==> src/design/wwdt_map.svh <==
`ifndef WWDT_MAP_SVH
`define WWDT_MAP_SVH

// register offsets on the plain register port
`define WWDT_ADDR_CTRL      4'h0
`define WWDT_ADDR_STATUS    4'h1
`define WWDT_ADDR_CCP       4'h4

// control register fields
`define WWDT_CTRL_PER_LSB   0
`define WWDT_CTRL_PER_MSB   3
`define WWDT_CTRL_WIN_LSB   4
`define WWDT_CTRL_WIN_MSB   7
`define WWDT_CTRL_RESET     8'h00

// status register fields
`define WWDT_STAT_LOCK_BIT  7
`define WWDT_STAT_SYNC_BIT  0

// change protection: arbitrary key, open for a few bus cycles
`define WWDT_CCP_KEY        8'ha5
`define WWDT_CCP_WINDOW     3'h4

// timing
`define WWDT_CLK_HZ         32'h017d7840
`define WWDT_TICK_HZ        32'h00000400
`define WWDT_SYNC_TICKS     2'h2
`define WWDT_TO_BASE_TICKS  14'h0008
`define WWDT_SEL_MAX        4'hb
`define WWDT_SEL_ONE        4'h1
`define WWDT_SEL_OFF        4'h0

`endif

==> src/design/wwdt_pkg.sv <==
package wwdt_pkg;

    typedef logic [3:0] wwdt_sel_t;
    typedef logic [13:0] wwdt_cnt_t;

    typedef enum logic [2:0] {
        WWDT_ST_OFF    = 3'b001,
        WWDT_ST_CLOSED = 3'b010,
        WWDT_ST_OPEN   = 3'b100
    } wwdt_state_t;

endpackage

==> src/design/wwdt_core_if.sv <==
`timescale 1ns/10ps
interface wwdt_core_if;
    import wwdt_pkg::*;

    logic      tick;
    logic      enable;
    logic      halt;
    logic      clear;
    wwdt_sel_t period;
    wwdt_sel_t window;
    logic      expire;
    logic      closed;

    modport core (
        input  tick,
        input  enable,
        input  halt,
        input  clear,
        input  period,
        input  window,
        output expire,
        output closed
    );

    modport ctrl (
        output tick,
        output enable,
        output halt,
        output clear,
        output period,
        output window,
        input  expire,
        input  closed
    );
endinterface

==> src/design/wwdt_core.sv <==
`timescale 1ns/10ps
`include "wwdt_map.svh"
module wwdt_core (
    input  wire logic clk_i,
    input  wire logic rst_i,
    wwdt_core_if.core cif
);
    import wwdt_pkg::*;

    wwdt_state_t state_ff;
    wwdt_state_t nxt_state;
    wwdt_cnt_t   cnt_ff;
    wwdt_cnt_t   nxt_cnt;
    logic        expire_ff;
    logic        nxt_expire;
    wwdt_cnt_t   open_len;
    wwdt_cnt_t   closed_len;

    // reserved selections behave as the longest period
    function automatic wwdt_cnt_t sel_len(input wwdt_sel_t sel);
        wwdt_sel_t s;
        s = (sel > `WWDT_SEL_MAX) ? `WWDT_SEL_MAX : sel;
        sel_len = `WWDT_TO_BASE_TICKS << (s - `WWDT_SEL_ONE);
    endfunction

    assign open_len   = sel_len(cif.period);
    assign closed_len = sel_len(cif.window);

    always_comb begin
        nxt_state  = state_ff;
        nxt_cnt    = cnt_ff;
        nxt_expire = 1'b0;
        if (!cif.enable) begin
            nxt_state = WWDT_ST_OFF;
            nxt_cnt   = '0;
        end else if (cif.halt) begin
            // halted cpu: counter reset, first closed window skipped afterwards
            nxt_state = WWDT_ST_OPEN;
            nxt_cnt   = '0;
        end else begin
            case (state_ff)
                WWDT_ST_OFF: begin
                    // window only arms after the first clear
                    nxt_state = WWDT_ST_OPEN;
                    nxt_cnt   = '0;
                end
                WWDT_ST_CLOSED: begin
                    if (cif.window == `WWDT_SEL_OFF) begin
                        nxt_state = WWDT_ST_OPEN;
                        nxt_cnt   = '0;
                    end else if (cif.clear) begin
                        nxt_expire = 1'b1;
                        nxt_state  = WWDT_ST_OPEN;
                        nxt_cnt    = '0;
                    end else if (cif.tick) begin
                        if (cnt_ff == closed_len - 14'h0001) begin
                            nxt_state = WWDT_ST_OPEN;
                            nxt_cnt   = '0;
                        end else begin
                            nxt_cnt = cnt_ff + 14'h0001;
                        end
                    end
                end
                WWDT_ST_OPEN: begin
                    if (cif.clear) begin
                        nxt_cnt   = '0;
                        nxt_state = (cif.window != `WWDT_SEL_OFF) ? WWDT_ST_CLOSED : WWDT_ST_OPEN;
                    end else if (cif.tick) begin
                        if (cnt_ff == open_len - 14'h0001) begin
                            nxt_expire = 1'b1;
                            nxt_cnt    = '0;
                        end else begin
                            nxt_cnt = cnt_ff + 14'h0001;
                        end
                    end
                end
                default: begin
                    nxt_state = WWDT_ST_OFF;
                    nxt_cnt   = '0;
                end
            endcase
        end
    end

    always_ff @(posedge clk_i) begin
        if (rst_i) begin
            state_ff <= WWDT_ST_OFF;
            cnt_ff   <= '0;
        end else begin
            state_ff <= nxt_state;
            cnt_ff   <= nxt_cnt;
        end
    end

    always_ff @(posedge clk_i) begin
        if (rst_i) begin
            expire_ff <= 1'b0;
        end else begin
            expire_ff <= nxt_expire;
        end
    end

    assign cif.expire = expire_ff;
    assign cif.closed = (state_ff == WWDT_ST_CLOSED);
endmodule

==> src/design/wwdt_top.sv <==
// Notes on behaviour
// Enabled timer counts continuously; missing clear before time-out requests system reset. Code holds the count at zero while debug_halt_i is high.
// Timer advances on a 1.024 kHz tick independent of bus activity.
// Eleven time-out selections, 8 to 8192 ticks, roughly 8 ms to 8 s.
// Each clear instruction restarts the time-out count.
// Window mode: clear too early or too late requests system reset.
// Only normal mode and window mode exist, chosen by window field.
// Once enabled, timer keeps running in every power state.
// Settings guarded by protected-write unlock and by a lock bit.
// Non-zero period field enables the watchdog; zero period disables it.
// Non-zero window sets closed length; open period always follows closed.
// Lock makes control unchangeable; software sets lock, clears only in debug.
// Control writes synchronised to tick domain; pending flag shown, writes then refused.
// Reset request made in tick domain and held until system reset arrives.
`timescale 1ns/10ps
`include "wwdt_map.svh"
module wwdt_top #(
    parameter int unsigned TICK_DIV = `WWDT_CLK_HZ / `WWDT_TICK_HZ
) (
    input  wire logic       clk_i,
    input  wire logic       rst_i,
    input  wire logic [3:0] addr_i,
    input  wire logic [7:0] wdata_i,
    input  wire logic       wr_i,
    input  wire logic       rd_i,
    output logic      [7:0] rdata_o,
    input  wire logic       watchdog_clear_instruction_i,
    input  wire logic       debug_i,
    input  wire logic       debug_halt_i,
    input  wire logic [7:0] fuse_ctrl_i,
    output logic            sys_rst_o,
    output logic            sync_pending_flag_o
);
    import wwdt_pkg::*;

    wwdt_core_if cif ();

    logic [14:0] div_cnt_ff;
    logic        tick_ff;
    logic        boot_ff;
    logic [7:0]  ctrl_ff;
    logic [7:0]  active_ff;
    logic        lock_ff;
    logic        sync_busy_ff;
    logic [1:0]  sync_cnt_ff;
    logic [2:0]  ccp_cnt_ff;
    logic        clr_pend_ff;
    logic [1:0]  clr_cnt_ff;
    logic        clr_go_ff;
    logic [7:0]  rdata_ff;
    logic        sys_rst_ff;
    logic        ccp_open;
    logic        ctrl_wr_ok;
    logic        lock_wr;

    assign ccp_open   = (ccp_cnt_ff != 3'h0);
    assign ctrl_wr_ok = wr_i && (addr_i == `WWDT_ADDR_CTRL) && ccp_open && !lock_ff && !sync_busy_ff;
    assign lock_wr    = wr_i && (addr_i == `WWDT_ADDR_STATUS) && ccp_open;

    // free-running tick divider; stands in for the low-power oscillator and has no gating
    always_ff @(posedge clk_i) begin
        if (rst_i) begin
            div_cnt_ff <= '0;
            tick_ff    <= 1'b0;
        end else if (div_cnt_ff == 15'(TICK_DIV - 1)) begin
            div_cnt_ff <= '0;
            tick_ff    <= 1'b1;
        end else begin
            div_cnt_ff <= div_cnt_ff + 15'h0001;
            tick_ff    <= 1'b0;
        end
    end

    // fuse straps sampled in the first cycle after reset release
    always_ff @(posedge clk_i) begin
        if (rst_i) begin
            boot_ff <= 1'b1;
        end else begin
            boot_ff <= 1'b0;
        end
    end

    // key write opens a short window for protected writes
    always_ff @(posedge clk_i) begin
        if (rst_i) begin
            ccp_cnt_ff <= 3'h0;
        end else if (wr_i && (addr_i == `WWDT_ADDR_CCP) && (wdata_i == `WWDT_CCP_KEY)) begin
            ccp_cnt_ff <= `WWDT_CCP_WINDOW;
        end else if (ccp_open) begin
            ccp_cnt_ff <= ccp_cnt_ff - 3'h1;
        end
    end

    always_ff @(posedge clk_i) begin
        if (rst_i) begin
            lock_ff <= 1'b0;
        end else if (boot_ff) begin
            lock_ff <= (fuse_ctrl_i[`WWDT_CTRL_PER_MSB:`WWDT_CTRL_PER_LSB] != `WWDT_SEL_OFF);
        end else if (lock_wr) begin
            if (wdata_i[`WWDT_STAT_LOCK_BIT]) begin
                lock_ff <= 1'b1;
            end else if (debug_i) begin
                lock_ff <= 1'b0;
            end
        end
    end

    // shadow value is readable at once, the counter sees it after the sync
    always_ff @(posedge clk_i) begin
        if (rst_i) begin
            ctrl_ff <= `WWDT_CTRL_RESET;
        end else if (boot_ff) begin
            ctrl_ff <= fuse_ctrl_i;
        end else if (ctrl_wr_ok) begin
            ctrl_ff <= wdata_i;
        end
    end

    always_ff @(posedge clk_i) begin
        if (rst_i) begin
            active_ff    <= `WWDT_CTRL_RESET;
            sync_busy_ff <= 1'b0;
            sync_cnt_ff  <= 2'h0;
        end else if (boot_ff) begin
            active_ff    <= fuse_ctrl_i;
            sync_busy_ff <= 1'b0;
            sync_cnt_ff  <= 2'h0;
        end else if (ctrl_wr_ok) begin
            sync_busy_ff <= 1'b1;
            sync_cnt_ff  <= 2'h0;
        end else if (sync_busy_ff && tick_ff) begin
            if (sync_cnt_ff == `WWDT_SYNC_TICKS - 2'h1) begin
                active_ff    <= ctrl_ff;
                sync_busy_ff <= 1'b0;
                sync_cnt_ff  <= 2'h0;
            end else begin
                sync_cnt_ff <= sync_cnt_ff + 2'h1;
            end
        end
    end

    // clear instruction crosses in over tick edges; a new one wins over the retire
    always_ff @(posedge clk_i) begin
        if (rst_i) begin
            clr_pend_ff <= 1'b0;
            clr_cnt_ff  <= 2'h0;
            clr_go_ff   <= 1'b0;
        end else if (clr_pend_ff && tick_ff && (clr_cnt_ff == `WWDT_SYNC_TICKS - 2'h1)) begin
            clr_pend_ff <= watchdog_clear_instruction_i;
            clr_cnt_ff  <= 2'h0;
            clr_go_ff   <= 1'b1;
        end else begin
            clr_go_ff <= 1'b0;
            if (watchdog_clear_instruction_i) begin
                clr_pend_ff <= 1'b1;
            end
            if (clr_pend_ff && tick_ff) begin
                clr_cnt_ff <= clr_cnt_ff + 2'h1;
            end
        end
    end

    assign cif.tick   = tick_ff;
    assign cif.enable = (active_ff[`WWDT_CTRL_PER_MSB:`WWDT_CTRL_PER_LSB] != `WWDT_SEL_OFF);
    assign cif.halt   = debug_halt_i;
    assign cif.clear  = clr_go_ff;
    assign cif.period = active_ff[`WWDT_CTRL_PER_MSB:`WWDT_CTRL_PER_LSB];
    assign cif.window = active_ff[`WWDT_CTRL_WIN_MSB:`WWDT_CTRL_WIN_LSB];

    wwdt_core u_core (
        .clk_i (clk_i),
        .rst_i (rst_i),
        .cif   (cif)
    );

    // sticky until the system reset comes back around
    always_ff @(posedge clk_i) begin
        if (rst_i) begin
            sys_rst_ff <= 1'b0;
        end else if (cif.expire) begin
            sys_rst_ff <= 1'b1;
        end
    end

    always_ff @(posedge clk_i) begin
        if (rst_i) begin
            rdata_ff <= 8'h00;
        end else if (rd_i) begin
            case (addr_i)
                `WWDT_ADDR_CTRL: begin
                    rdata_ff <= ctrl_ff;
                end
                `WWDT_ADDR_STATUS: begin
                    rdata_ff <= 8'h00;
                    rdata_ff[`WWDT_STAT_LOCK_BIT] <= lock_ff;
                    rdata_ff[`WWDT_STAT_SYNC_BIT] <= sync_busy_ff;
                end
                default: begin
                    rdata_ff <= 8'h00;
                end
            endcase
        end else begin
            rdata_ff <= 8'h00;
        end
    end

    assign rdata_o             = rdata_ff;
    assign sys_rst_o           = sys_rst_ff;
    assign sync_pending_flag_o = sync_busy_ff;
endmodule

==> config.mk <==
export PLATFORM = sky130hd
export DESIGN_NAME = wwdt_top
export DESIGN_NICKNAME = d
export VERILOG_FILES = /design/src/design/wwdt_pkg.sv /design/src/design/wwdt_core_if.sv /design/src/design/wwdt_core.sv /design/src/design/wwdt_top.sv
export VERILOG_INCLUDE_DIRS = /design/src /design/src/design
export SDC_FILE = /design/constraint.sdc
export NUM_CORES = 1
export LEC_CHECK = 0
export BUFFER_PORTS_ARGS = -buffer_cell sky130_fd_sc_hd__buf_2
export CAP_MARGIN = 20
export CORE_ASPECT_RATIO = 1.5
export CORE_MARGIN = 3
export CORE_UTILIZATION = 41
export CTS_CLUSTER_SIZE = 28
export DETAILED_ROUTE_END_ITERATION = 6
export GPL_TIMING_DRIVEN = 0
export HOLD_SLACK_MARGIN = 0.08
export SLEW_MARGIN = 20
export SYNTH_ARGS = -nofsm -noshare
export SYNTH_HDL_FRONTEND = slang
export SYNTH_SLANG_ARGS = --single-unit
==> constraint.sdc <==
create_clock -name clk_i -period 3.5 [get_ports clk_i]
set_clock_uncertainty 0.1 [all_clocks]
set_input_delay 0.7 -clock clk_i [delete_from_list [all_inputs] [get_ports clk_i]]
set_output_delay 0.7 -clock clk_i [all_outputs]
set_load 0.01 [all_outputs]
Yosys cells after proc, flatten, opt, wreduce, memory -nomap -nowiden --
Index checks and enable logic that the tools add are counted.
Word-level totals: flip-flop bits (word level) 71, latch bits 0, RAM bits 0, memory bits (read-only) 0, memories 0
Operators by class: $add $sub $neg 9, multiply operators 0, divide/modulo/power cells 0, $lt $le $gt $ge 2, equal/unequal tests 19, shifts and indexed selects 2, multiplexer cells 46, bitwise operators 2, reduce and logical (&&, ||, !) cells 42
Operator list (number):
- 2-to-1 mux 14 bit | 7
- 2-to-1 mux 8 bit | 6
- equality test 14 bit | 2
- one-hot mux 14 bit (2 select lines) | 1
- left shift 4 x 4 -> 14 bit (first input constant) | 2
- subtractor 14 x 1 -> 14 bit (second input constant) | 2
- 2-to-1 mux 3 bit | 9
- 2-to-1 mux 1 bit | 17
- one-hot mux 8 bit (2 select lines) | 1
- nonzero test 2 bit | 8
- adder 15 x 1 -> 15 bit (second input constant) | 1
- equality test 15 bit (second input constant) | 1
- adder 14 x 1 -> 14 bit (second input constant) | 1
- nonzero test 4 bit | 3
- OR reduction 2 bit | 6
- logical AND 1 bit | 11
- inequality test 5 x 2 -> 1 bit (second input constant) | 2
- one-hot mux 3 bit (3 select lines) | 1
- AND reduction 3 bit | 3
- equality test 8 bit (second input constant) | 1
- greater-than comparator 4 bit (second input constant) | 2
- zero test 4 bit | 2
- 2-to-1 mux 4 bit | 2
- inequality test 4 x 1 -> 1 bit (second input constant) | 2
- 18 further kinds | 29

Logic depth before layout (Yosys ltp) --
Gate-level depths: netlist of the first run.
word-level depth 12, mapped depth 14, mapped depth without buffers 10

Hierarchy --
Synthesis of the first run repeated with hierarchy kept, for this count alone.
Second synthesis, totals: cells, all modules 494, area, all modules 4154.0 sq um
Modules (own cells, without submodules):
- wwdt_top | times used 1, cells each 244, area an instance 2309.7 sq um, seq. area each 1061.0 sq um
- wwdt_core | times used 1, cells each 250, area an instance 1844.3 sq um, seq. area each 360.3 sq um

Least setup slack after synthesis of the first run --
OpenSTA, ideal clock, no wires.
path type register -> register, start register active_ff[6], end register u_core.cnt_ff[10], setup time 0.129 ns, arrival time 2.549 ns, path slack 0.722 ns, cell stages (with the launch flop) 15, period minus slack after synthesis 2.778 ns, path through dfxtp_1 -> buf_6 -> buf_6 -> nor2_1 -> nand3b_1 -> ha_1 -> buf_2 -> a211oi_1 -> a31oi_1 -> mux4_2 -> a211oi_2 -> a21oi_2 -> buf_6 -> o21ai_1 -> o211ai_1
Between the ends: word-level cells in the longest chain between the ends 11, elaborated cells between the ends (all ways) 14, classes of those cells 2 x add/sub; 1 x order compare; 2 x eq/ne; 1 x shift; 6 x mux; 2 x reduce/logical
RTL lines:
- from (decl) | line wwdt_top.sv:42 | logic [7:0] active_ff;
- from (signal assigned) | line wwdt_top.sv:121 | active_ff <= `WWDT_CTRL_RESET;
- from (signal assigned) | line wwdt_top.sv:125 | active_ff <= fuse_ctrl_i;
- from (signal assigned) | line wwdt_top.sv:133 | active_ff <= ctrl_ff;
- greater-than comparator 4 bit (no line)
- 2-to-1 mux 4 bit | line wwdt_core.sv:22 | s = (sel > `WWDT_SEL_MAX) ? `WWDT_SEL_MAX : sel;
- subtractor 4 x 1 -> 4 bit (no line)
- left shift 4 x 4 -> 14 bit (no line)
- subtractor 14 x 1 -> 14 bit | line wwdt_core.sv:56 | if (cnt_ff == closed_len - 14'h0001) begin
- equality test 14 bit | line wwdt_core.sv:56
- 2-to-1 mux 14 bit | line wwdt_core.sv:56
- 2-to-1 mux 14 bit | line wwdt_core.sv:55 | end else if (cif.tick) begin
- 2-to-1 mux 14 bit | line wwdt_core.sv:51 | end else if (cif.clear) begin
- 2-to-1 mux 14 bit | line wwdt_core.sv:48 | if (cif.window == `WWDT_SEL_OFF) begin
- one-hot mux 14 bit (2 select lines) | line wwdt_core.sv:41 | case (state_ff)
- to (signal assigned) | line wwdt_core.sv:91 | cnt_ff <= nxt_cnt;
- to (decl) | line wwdt_core.sv:12 | wwdt_cnt_t cnt_ff;
Parallel ways exist; a longest one is shown, timed or not. The select of a mux whose other input is x is not followed. A chain may end at the register's enable or synchronous reset.

Worst setup path after layout of the first run --
start register active_ff[4], end register u_core.cnt_ff[11]
The elaborated chain is that of the path after synthesis.

==> results of run 1 <==
routing by layer:
layer | GRT usage [%] | vias to the layer above | routed length, um
li1 | - | 2025 | -
met1 | 22.5 | 1847 | 4590
met2 | 34.6 | 93 | 5470
met3 | 3.07 | 28 | 357
met4 | 9.38 | 0 | 356
met5 | 0 | - | 0
final cells by class:
class | count | area (um^2)
Fill cell | 974 | 4980
Multi-Input combinational cell | 422 | 2560
Sequential cell | 71 | 1420
Clock buffer | 10 | 239
Buffer | 36 | 184
Timing Repair Buffer | 36 | 180
Tap cell | 115 | 144
Clock inverter | 6 | 76.3
Inverter | 18 | 67.6
where the power goes:
part           internal, W  switching [W]
clock             0.000584       0.000378
sequential        0.000841      0.0000249
combinational     0.000134       0.000188
layout by cell type (no fill, tap or decap), drive strengths merged, types with 11 or more instances in the layout:
cell type	instances
xor2	19
and3	11
a21oi	22
inv	21
clkbuf	28
nor4	11
buf	54
nor3	15
dfxtp	71
nor2	71
nor2b	12
nand3	22
nand2	68
o21ai	19
kinds of logic after synthesis:
| family | Yosys count | share of synthesized area [%] |
|---|---|---|
| XOR/XNOR | 27 | 5.59 |
| buffers and inverters | 54 | 5.94 |
| multiplexers | 7 | 2.04 |
| AND/OR/NAND/NOR | 268 | 32.1 |
| flip-flops | 71 | 33.6 |
| AO/OA/AOI/OAI | 111 | 18.1 |
| adder cells (fa/ha/maj) | 9 | 2.66 |
cell usage after synthesis (4+ instances only):
library cell  instances
a211oi_1              9
a21oi_1              21
a31oi_1              10
and2_1               10
and3_1               11
buf_2                 9
buf_4                 4
clkbuf_1             18
dfxtp_1              71
ha_1                  9
inv_1                18
nand2_1              68
nand2b_1             10
nand3_1              22
nand3b_1              4
nor2_1               70
nor2b_1              12
nor3_1               13
nor3b_1               8
nor4_1               11
o211ai_1             10
o21a_1                5
o21ai_0              13
o21ai_1               6
o21bai_1              7
o22ai_1               4
or2_2                 5
or3_1                 5
xnor2_1               8
xor2_1               19
flip-flops by register name, summed over array words and instances (netlist names):
name	flops
ccp_cnt_ff	3
u_core.cif.expire	1
sync_cnt_ff	2
clr_cnt_ff	2
active_ff	8
lock_ff	1
boot_ff	1
ctrl_ff	8
clr_pend_ff	1
sync_pending_flag_o	1
u_core.cnt_ff	14
sys_rst_o	1
rdata_o	8
div_cnt_ff	15
cif.tick	1
cif.clear	1
u_core.state_ff	3
worst max-delay path: cells and delay by family, from the launching register on:
kind | cells | cell delay (ps)
flops | 1 | 320
fa+ha+maj | 1 | 230
buf+inv | 2 | 410
compound gates | 5 | 850
mux | 1 | 490
simple gates | 3 | 690
what timing repair did:
action | 4_1_cts | 5_1_grt
hold endpoints to repair | 0 | 0
setup endpoints to repair | 0 | 15
resized for setup | 0 | 2
final timing paths:
| path | slack (ps) | cells past startpoint | startpoint | to |
|---|---|---|---|---|
| worst max-delay path | 290 | 12 | active_ff[4] | u_core.cnt_ff[11] |
| worst min-delay path | 330 | 2 | sync_cnt_ff[1] | sync_cnt_ff[1] |
| worst max register to register | 290 | 12 | active_ff[4] | u_core.cnt_ff[11] |
| worst min register to register | 330 | 2 | sync_cnt_ff[1] | sync_cnt_ff[1] |
through the flow:
stage          hold slack, ps  std cells
6_report                  335        714
5_1_grt                   378        714
3_5_place_dp              325        698
2_1_floorplan             311        547
4_1_cts                   336        714
3_3_place_gp              327        698
==> flow_summary.yaml, run 1 <==
power:
  total_power_w: 0.00215
  vdd_ir_drop_max_mv: 0.296
  cellPowerDensity_nw_per_um2: 441
  p_leak_nw: 1.91
critical_path:
  required_ps: 3600
  worstSetupPathType: "reg -> reg"
  max_stage_delay_ps: 490
  worstPathArrival_ps: 3310
  cp-start-kind: "flop"
  crit_top_cell: "buf_2"
  worstPathMaxFanout: 10
  cp-end-kind: "flop"
  path_cells: "buf_2 -> nor2b_1 -> nand2_1 -> ha_1 -> buf_2 -> a211oi_1 -> a31oi_1 -> mux4_2 -> a211oi_2 -> a21oi_2 -> nor2_4 -> o211ai_1"
  crit_slowest_cell: "mux4_2"
die:
  die_x_um: 89.0
  rows: 44
  io_pins: 37
  initial_core_util_pct: 42.9
  core_um2: 9850
  dieArea_um2: 11600
  die_y_um: 130
yosys:
  synthCells: 547
  synth_top_area_cell: "dfxtp_1"
  syn_nets: 583
  synth_edf_count: 0
  synthArstFlopShare_pct: 0
  synth_warnings: 0
  syn_avg_cell_area_um2: 7.74
  synth_top_area_share_pct: 33.6
  ys_seq_elements: 71
  ys.flop_type: "dfxtp_1"
  synthTopCellsByArea: "dfxtp_1, nor2_1, nand2_1"
  synth_area_um2: 4230
  synthDistinctLibCells: 65
  yosysSeqAreaShare_pct: 33.6
routing:
  drt-initial-drc-count: 267
  final_antenna_net_count: 0
  postRouteWirelength_um: 10800
  firstDrtPassIters: 5
  via_per_inst: 5.59
  routedWlPerCell_um: 15.1
  num_vias: 3993
  drcViolationCount: 0
clock_network:
  cts_max_path_buffers: 2
  clk_pin_slew_ps: 60
  cts_made_buffers: 9
  holdBufCountCts: 0
  root_buffer: "clkbuf_16"
  h-tree-depth: 3
  clock-sinks: 71
  postCtsSetupBuffers: 0
  clkLatencyLatePin_ps: 340
  cts_tree: "yes"
place:
  gp_congestion: 0.889
  hpwl_um: 8120
  portBuffers: 36
  dpl_cell_area_um2: 4560
  post-place-ws_ps: 84.0
finish:
  diodes: 0
  final_nets: 630
  drive_above_1_share_pct: 14.2
  layout-area-overhead-vs-synth_pct: 15.3
  final_core_util_pct: 49.5
  fin_area_um2: 4880
sta:
  rsz0062_at_grt: "false"
  period_share_pct: 91.8
  finalHoldViolCount: 0
  fmax_mhz: 311
  min_period_ps: 3210
  tns_ps: 0
  tightest_slew_ps: 1010
  drv_slew: 0
  timing.slew.headroom_pct: 32.0
  setup_viol: 0
  setup_ws_ps: 287
grt:
  grt_util_all_layers_pct: 19.6
  grt-ovfl-total: 0
  first_global_vias: 3812
  grt_pass1_wl_um: 17900
  antenna_found_initial: 0
  grt_max_degree: 15
run_status:
  outcome: "complete, no violations"
min_path:
  hold_class: "reg -> reg"
run:
  max_cap_violations: 0
(Power assumes the default switching activity.)
==> run 2, diff against run 1 <==
--- a/config.mk
+++ b/config.mk
@@ -9,8 +9,9 @@
 export BUFFER_PORTS_ARGS = -buffer_cell sky130_fd_sc_hd__buf_2
 export CAP_MARGIN = 20
 export CORE_ASPECT_RATIO = 1.5
-export CORE_MARGIN = 3
+export CORE_MARGIN = 4
 export CORE_UTILIZATION = 41
+export CTS_BUF_LIST = sky130_fd_sc_hd__clkbuf_16
 export CTS_CLUSTER_SIZE = 28
 export DETAILED_ROUTE_END_ITERATION = 6
 export GPL_TIMING_DRIVEN = 0
==> flow_summary.yaml, run 2 (same netlist as run 1, synthesis figures left out) <==
run_status:
  outcome: "complete, no violations"
clock_network:
  clkLatencyLatePin_ps: 340
  clk_pin_slew_ps: 60
  cts_made_buffers: 9
  h-tree-depth: 3
  clock-sinks: 71
  root_buffer: "clkbuf_16"
  holdBufCountCts: 0
  cts_max_path_buffers: 2
  cts_tree: "yes"
power:
  share_seq_of_total_power_pct: 40.4
  netSwitchingPower_w: 0.000606
  combPwrFrac_pct: 14.9
  p_leak_nw: 1.90
  cellPowerDensity_nw_per_um2: 440
  intPower_w: 0.00154
  vdd_ir_drop_max_mv: 0.347
  switching_share_pct: 28.3
  power_frac_clock_pct: 44.7
critical_path:
  worstPathMaxFanout: 10
  rr_endpoint: "u_core.cnt_ff[11]"
  path_cells: "buf_2 -> buf_4 -> nand3b_1 -> ha_1 -> buf_2 -> inv_1 -> a2111oi_1 -> o21ai_0 -> a211oi_2 -> a21oi_2 -> nor2_4 -> o211ai_1"
  worstSetupPathType: "reg -> reg"
  worst-path-stages: 12
  required_ps: 3620
  cp_top_family: "compound AO/OA/AOI/OAI gates"
  worstPathArrival_ps: 3460
  max_stage_delay_ps: 610
  reg2reg_depth: 12
  cp-endpoint: "u_core.cnt_ff[11]"
  crit_slowest_cell: "a2111oi_1"
  crit_buf_inv: 4
  crit_top_cell: "buf_2"
  cp-startpoint: "active_ff[4]"
  r2r_slack_ps: 150
  timing.rr.start: "active_ff[4]"
  cp-start-kind: "flop"
  cp-end-kind: "flop"
grt:
  antenna_found_initial: 0
  grt_max_degree: 15
  grt_pass1_wl_um: 18000
  grt-ovfl-total: 0
  grt_util_all_layers_pct: 18.2
  first_global_vias: 3851
sta:
  setup_viol: 0
  fmax_mhz: 299
  rsz0062_at_grt: "false"
  period_share_pct: 95.7
  drv_slew: 0
  timing.slew.headroom_pct: 27.9
  finalHoldViolCount: 0
  min_period_ps: 3350
  tns_ps: 0
  holdWs_ps: 346
  tightest_slew_ps: 1070
die:
  rows: 45
  dieArea_um2: 12000
  initial_core_util_pct: 41.8
  io_pins: 37
  core_um2: 10100
  die_y_um: 132
  die_x_um: 91.0
place:
  portBuffers: 36
  gp_congestion: 0.878
  dpl_cell_area_um2: 4560
  hpwl_um: 8170
  placedCellCount: 700
run:
  max_cap_violations: 0
routing:
  routedWlPerCell_um: 15.3
  via_per_inst: 5.70
  final_antenna_net_count: 0
  drcViolationCount: 0
  drt-initial-drc-count: 258
  firstDrtPassIters: 4
  postRouteWirelength_um: 11000
  num_vias: 4078
finish:
  final_nets: 630
  drive_above_1_share_pct: 14.0
  final_core_util_pct: 48.0
  fin_area_um2: 4870
  diodes: 0
  largestRegisters: "div_cnt_ff x15, u_core.cnt_ff x14"
  final_cell_mix: "dfxtp_1, nor2_1, nand2_1, buf_2, nand3_1"
  stdcell_count: 716
  top_register: "div_cnt_ff"
  final_common_cell: "dfxtp_1"
  largest_reg_flops: 15
  layout-area-overhead-vs-synth_pct: 15.0
min_path:
  hold_class: "reg -> reg"
  min_from: "u_core.cif.expire"
[run 2: cell count changes in the layout (fill, tap and decap cells not counted), sizes merged]
| cell | delta |
|---|---|
| clkbuf | -1 |
| clkinvlp | +1 |
[run 2: cell type report]
cell class	instances	area (um^2)
Sequential cell	71	1420
Timing Repair Buffer	36	180
Tap cell	117	146
Fill cell	1033	5270
Clock inverter	7	80.1
Clock buffer	9	225
Multi-Input combinational cell	422	2560
Buffer	36	184
Inverter	18	67.6
[run 2: worst min path at each step]
stage | to | depth (start not counted)
CTS | sys_rst_o | 2
global placement | sync_cnt_ff[1] | 2
global route | rdata_o[4] | 1
finish | sys_rst_o | 2
detailed placement | sys_rst_o | 2
floorplan | sys_rst_o | 2
[run 2: timing repair]
item | CTS | global route
setup buffers | 0 | 0
endpoints found under the setup margin | 0 | 15
endpoints found under the hold margin | 0 | 0
gates resized for setup | 0 | 2
[run 2: worst min-delay path: stages, from the launching register on]
cell	delay, ps
dfxtp_1	310
nor2_1	40
nor2_1	60
[run 2: routing by layer]
layer	track usage (%)	wire (um)	vias up
li1	-	-	2036
met1	20.9	4600	1923
met2	33.0	5650	95
met3	2.84	417	24
met4	7.63	310	0
met5	0	0	-
[run 2: power groups by stage]
stage / Sequential, W / Combinational, W / Clock, W
5_1_grt: 0.000868 / 0.000359 / 0.00100
6_report: 0.000865 / 0.000320 / 0.000957
3_5_place_dp: 0.000883 / 0.000316 / 0
4_1_cts: 0.000865 / 0.000319 / 0.000973
3_3_place_gp: 0.000882 / 0.000308 / 0
2_1_floorplan: 0.000876 / 0.000239 / 0
[run 2: through the flow]
stage,total power [W],setup WS (ps)
detailed placement,0.00120,69.6
finish,0.00214,151
CTS,0.00216,66.8
global placement,0.00119,79.9
floorplan,0.00112,722
global route,0.00223,4.86
==> run 3, diff against run 2 <==
--- a/config.mk
+++ b/config.mk
@@ -16,6 +16,7 @@
 export DETAILED_ROUTE_END_ITERATION = 6
 export GPL_TIMING_DRIVEN = 0
 export HOLD_SLACK_MARGIN = 0.08
+export RECOVER_POWER = 50
 export SLEW_MARGIN = 20
 export SYNTH_ARGS = -nofsm -noshare
 export SYNTH_HDL_FRONTEND = slang
==> flow_summary.yaml, run 3 (same netlist as run 1, synthesis figures left out) <==
sta:
  rsz0062_at_grt: "false"
  timing.slew.headroom_pct: 28.7
  holdWs_ps: 347
  min_period_ps: 3350
  setup_viol: 0
  period_share_pct: 95.8
  tightest_slew_ps: 1060
  tns_ps: 0
  drv_slew: 0
  finalHoldViolCount: 0
  fmax_mhz: 298
routing:
  postRouteWirelength_um: 11000
  firstDrtPassIters: 4
  final_antenna_net_count: 0
  drcViolationCount: 0
  drt-initial-drc-count: 247
  routedWlPerCell_um: 15.3
  via_per_inst: 5.68
  num_vias: 4065
finish:
  top_register: "div_cnt_ff"
  final_cell_mix: "dfxtp_1, nor2_1, nand2_1, buf_2, clkbuf_1"
  largest_reg_flops: 15
  final_core_util_pct: 47.9
  layout-area-overhead-vs-synth_pct: 14.7
  diodes: 0
  drive_above_1_share_pct: 12.2
  fill_cells: 1035
  final_nets: 630
  final_common_cell: "dfxtp_1"
  largestRegisters: "div_cnt_ff x15, u_core.cnt_ff x14"
die:
  dieArea_um2: 12000
  core_um2: 10100
  die_x_um: 91.0
  io_pins: 37
  initial_core_util_pct: 41.8
  rows: 45
  die_y_um: 132
clock_network:
  postCtsSetupBuffers: 0
  h-tree-depth: 3
  clkLatencyLatePin_ps: 340
  clk_pin_slew_ps: 60
  cts_tree: "yes"
  cts_max_path_buffers: 2
  cts_made_buffers: 9
  clock-sinks: 71
  root_buffer: "clkbuf_16"
  holdBufCountCts: 0
power:
  vdd_ir_drop_max_mv: 0.349
  p_leak_nw: 1.85
  cellPowerDensity_nw_per_um2: 441
critical_path:
  path_cells: "buf_6 -> buf_6 -> nor2_1 -> nand3b_1 -> ha_1 -> buf_2 -> inv_1 -> a2111oi_1 -> o21ai_0 -> a211oi_2 -> a21oi_2 -> nor2_4 -> o211ai_1"
  required_ps: 3610
  reg2reg_depth: 13
  worstPathMaxFanout: 10
  crit_buf_inv: 4
  max_stage_delay_ps: 600
  worstPathArrival_ps: 3460
  cp-start-kind: "flop"
  crit_top_cell: "buf_6"
  cp-end-kind: "flop"
  cp_top_family: "compound AO/OA/AOI/OAI gates"
  worstSetupPathType: "reg -> reg"
  crit_slowest_cell: "a2111oi_1"
  worst-path-stages: 13
place:
  gp_congestion: 0.878
  portBuffers: 36
  hpwl_um: 8170
grt:
  grt_max_degree: 15
  grt-ovfl-total: 0
  antenna_found_initial: 0
  grt_pass1_wl_um: 18000
  first_global_vias: 3851
  grt_util_all_layers_pct: 18.2
min_path:
  holdPathStages: 2
  hold_class: "reg -> reg"
run_status:
  outcome: "complete, no violations"
run:
  max_cap_violations: 0
[run 3: worst min-delay path: cells and delay by family (launching register included)]
kind | cells | cell delay [ps]
DFF | 1 | 310
and+or+nand+nor | 2 | 100
[run 3: path summary, 6_finish.rpt]
| check | from | end | slack (ps) |
|---|---|---|---|
| max | active_ff[6] | u_core.cnt_ff[11] | 150 |
| min | u_core.cif.expire | sys_rst_o | 350 |
| max reg2reg | active_ff[6] | u_core.cnt_ff[11] | 150 |
| min reg2reg | u_core.cif.expire | sys_rst_o | 350 |
[run 3: area by class of cell]
class	count	area (um^2)	area share, %
buffer	36	184	3.79
inverter	18	67.6	1.39
clock inverter	7	80.1	1.65
multi-input combinational	422	2560	52.8
timing repair buffer	36	166	3.43
tap	117	146	3.02
clock buffer	9	225	4.64
sequential	71	1420	29.3
[run 3: routing by layer]
metal  GRT usage (%)  part of all wire [%]  wire (um)
met1            20.9                    42       4570
met2            33.0                    51       5570
met3            2.84                   4.1        452
met4            7.63                   3.4        378
met5               0                     0          0
[run 3: repair_timing]
action | CTS | global route
resized for setup | 0 | 2
endpoints found under the hold margin | 0 | 0
endpoints found under the setup margin | 0 | 15
[run 3: metrics by stage]
step | setup slack (ps) | cell area, um^2 | std cells | total power (W)
floorplan | 722 | 4230 | 547 | 0.00112
global placement | 79.9 | 4560 | 700 | 0.00119
detailed placement | 69.6 | 4560 | 700 | 0.00120
CTS | 66.8 | 4860 | 716 | 0.00216
global route | 4.86 | 4850 | 716 | 0.00223
finish | 148 | 4850 | 716 | 0.00214
[run 3: power by group]
part	total [W]	switching (W)	leakage [nW]	internal [W]
sequential	0.000865	0.0000249	0.579	0.000841
combinational	0.000319	0.000186	1.12	0.000133
clock	0.000957	0.000395	0.148	0.000562
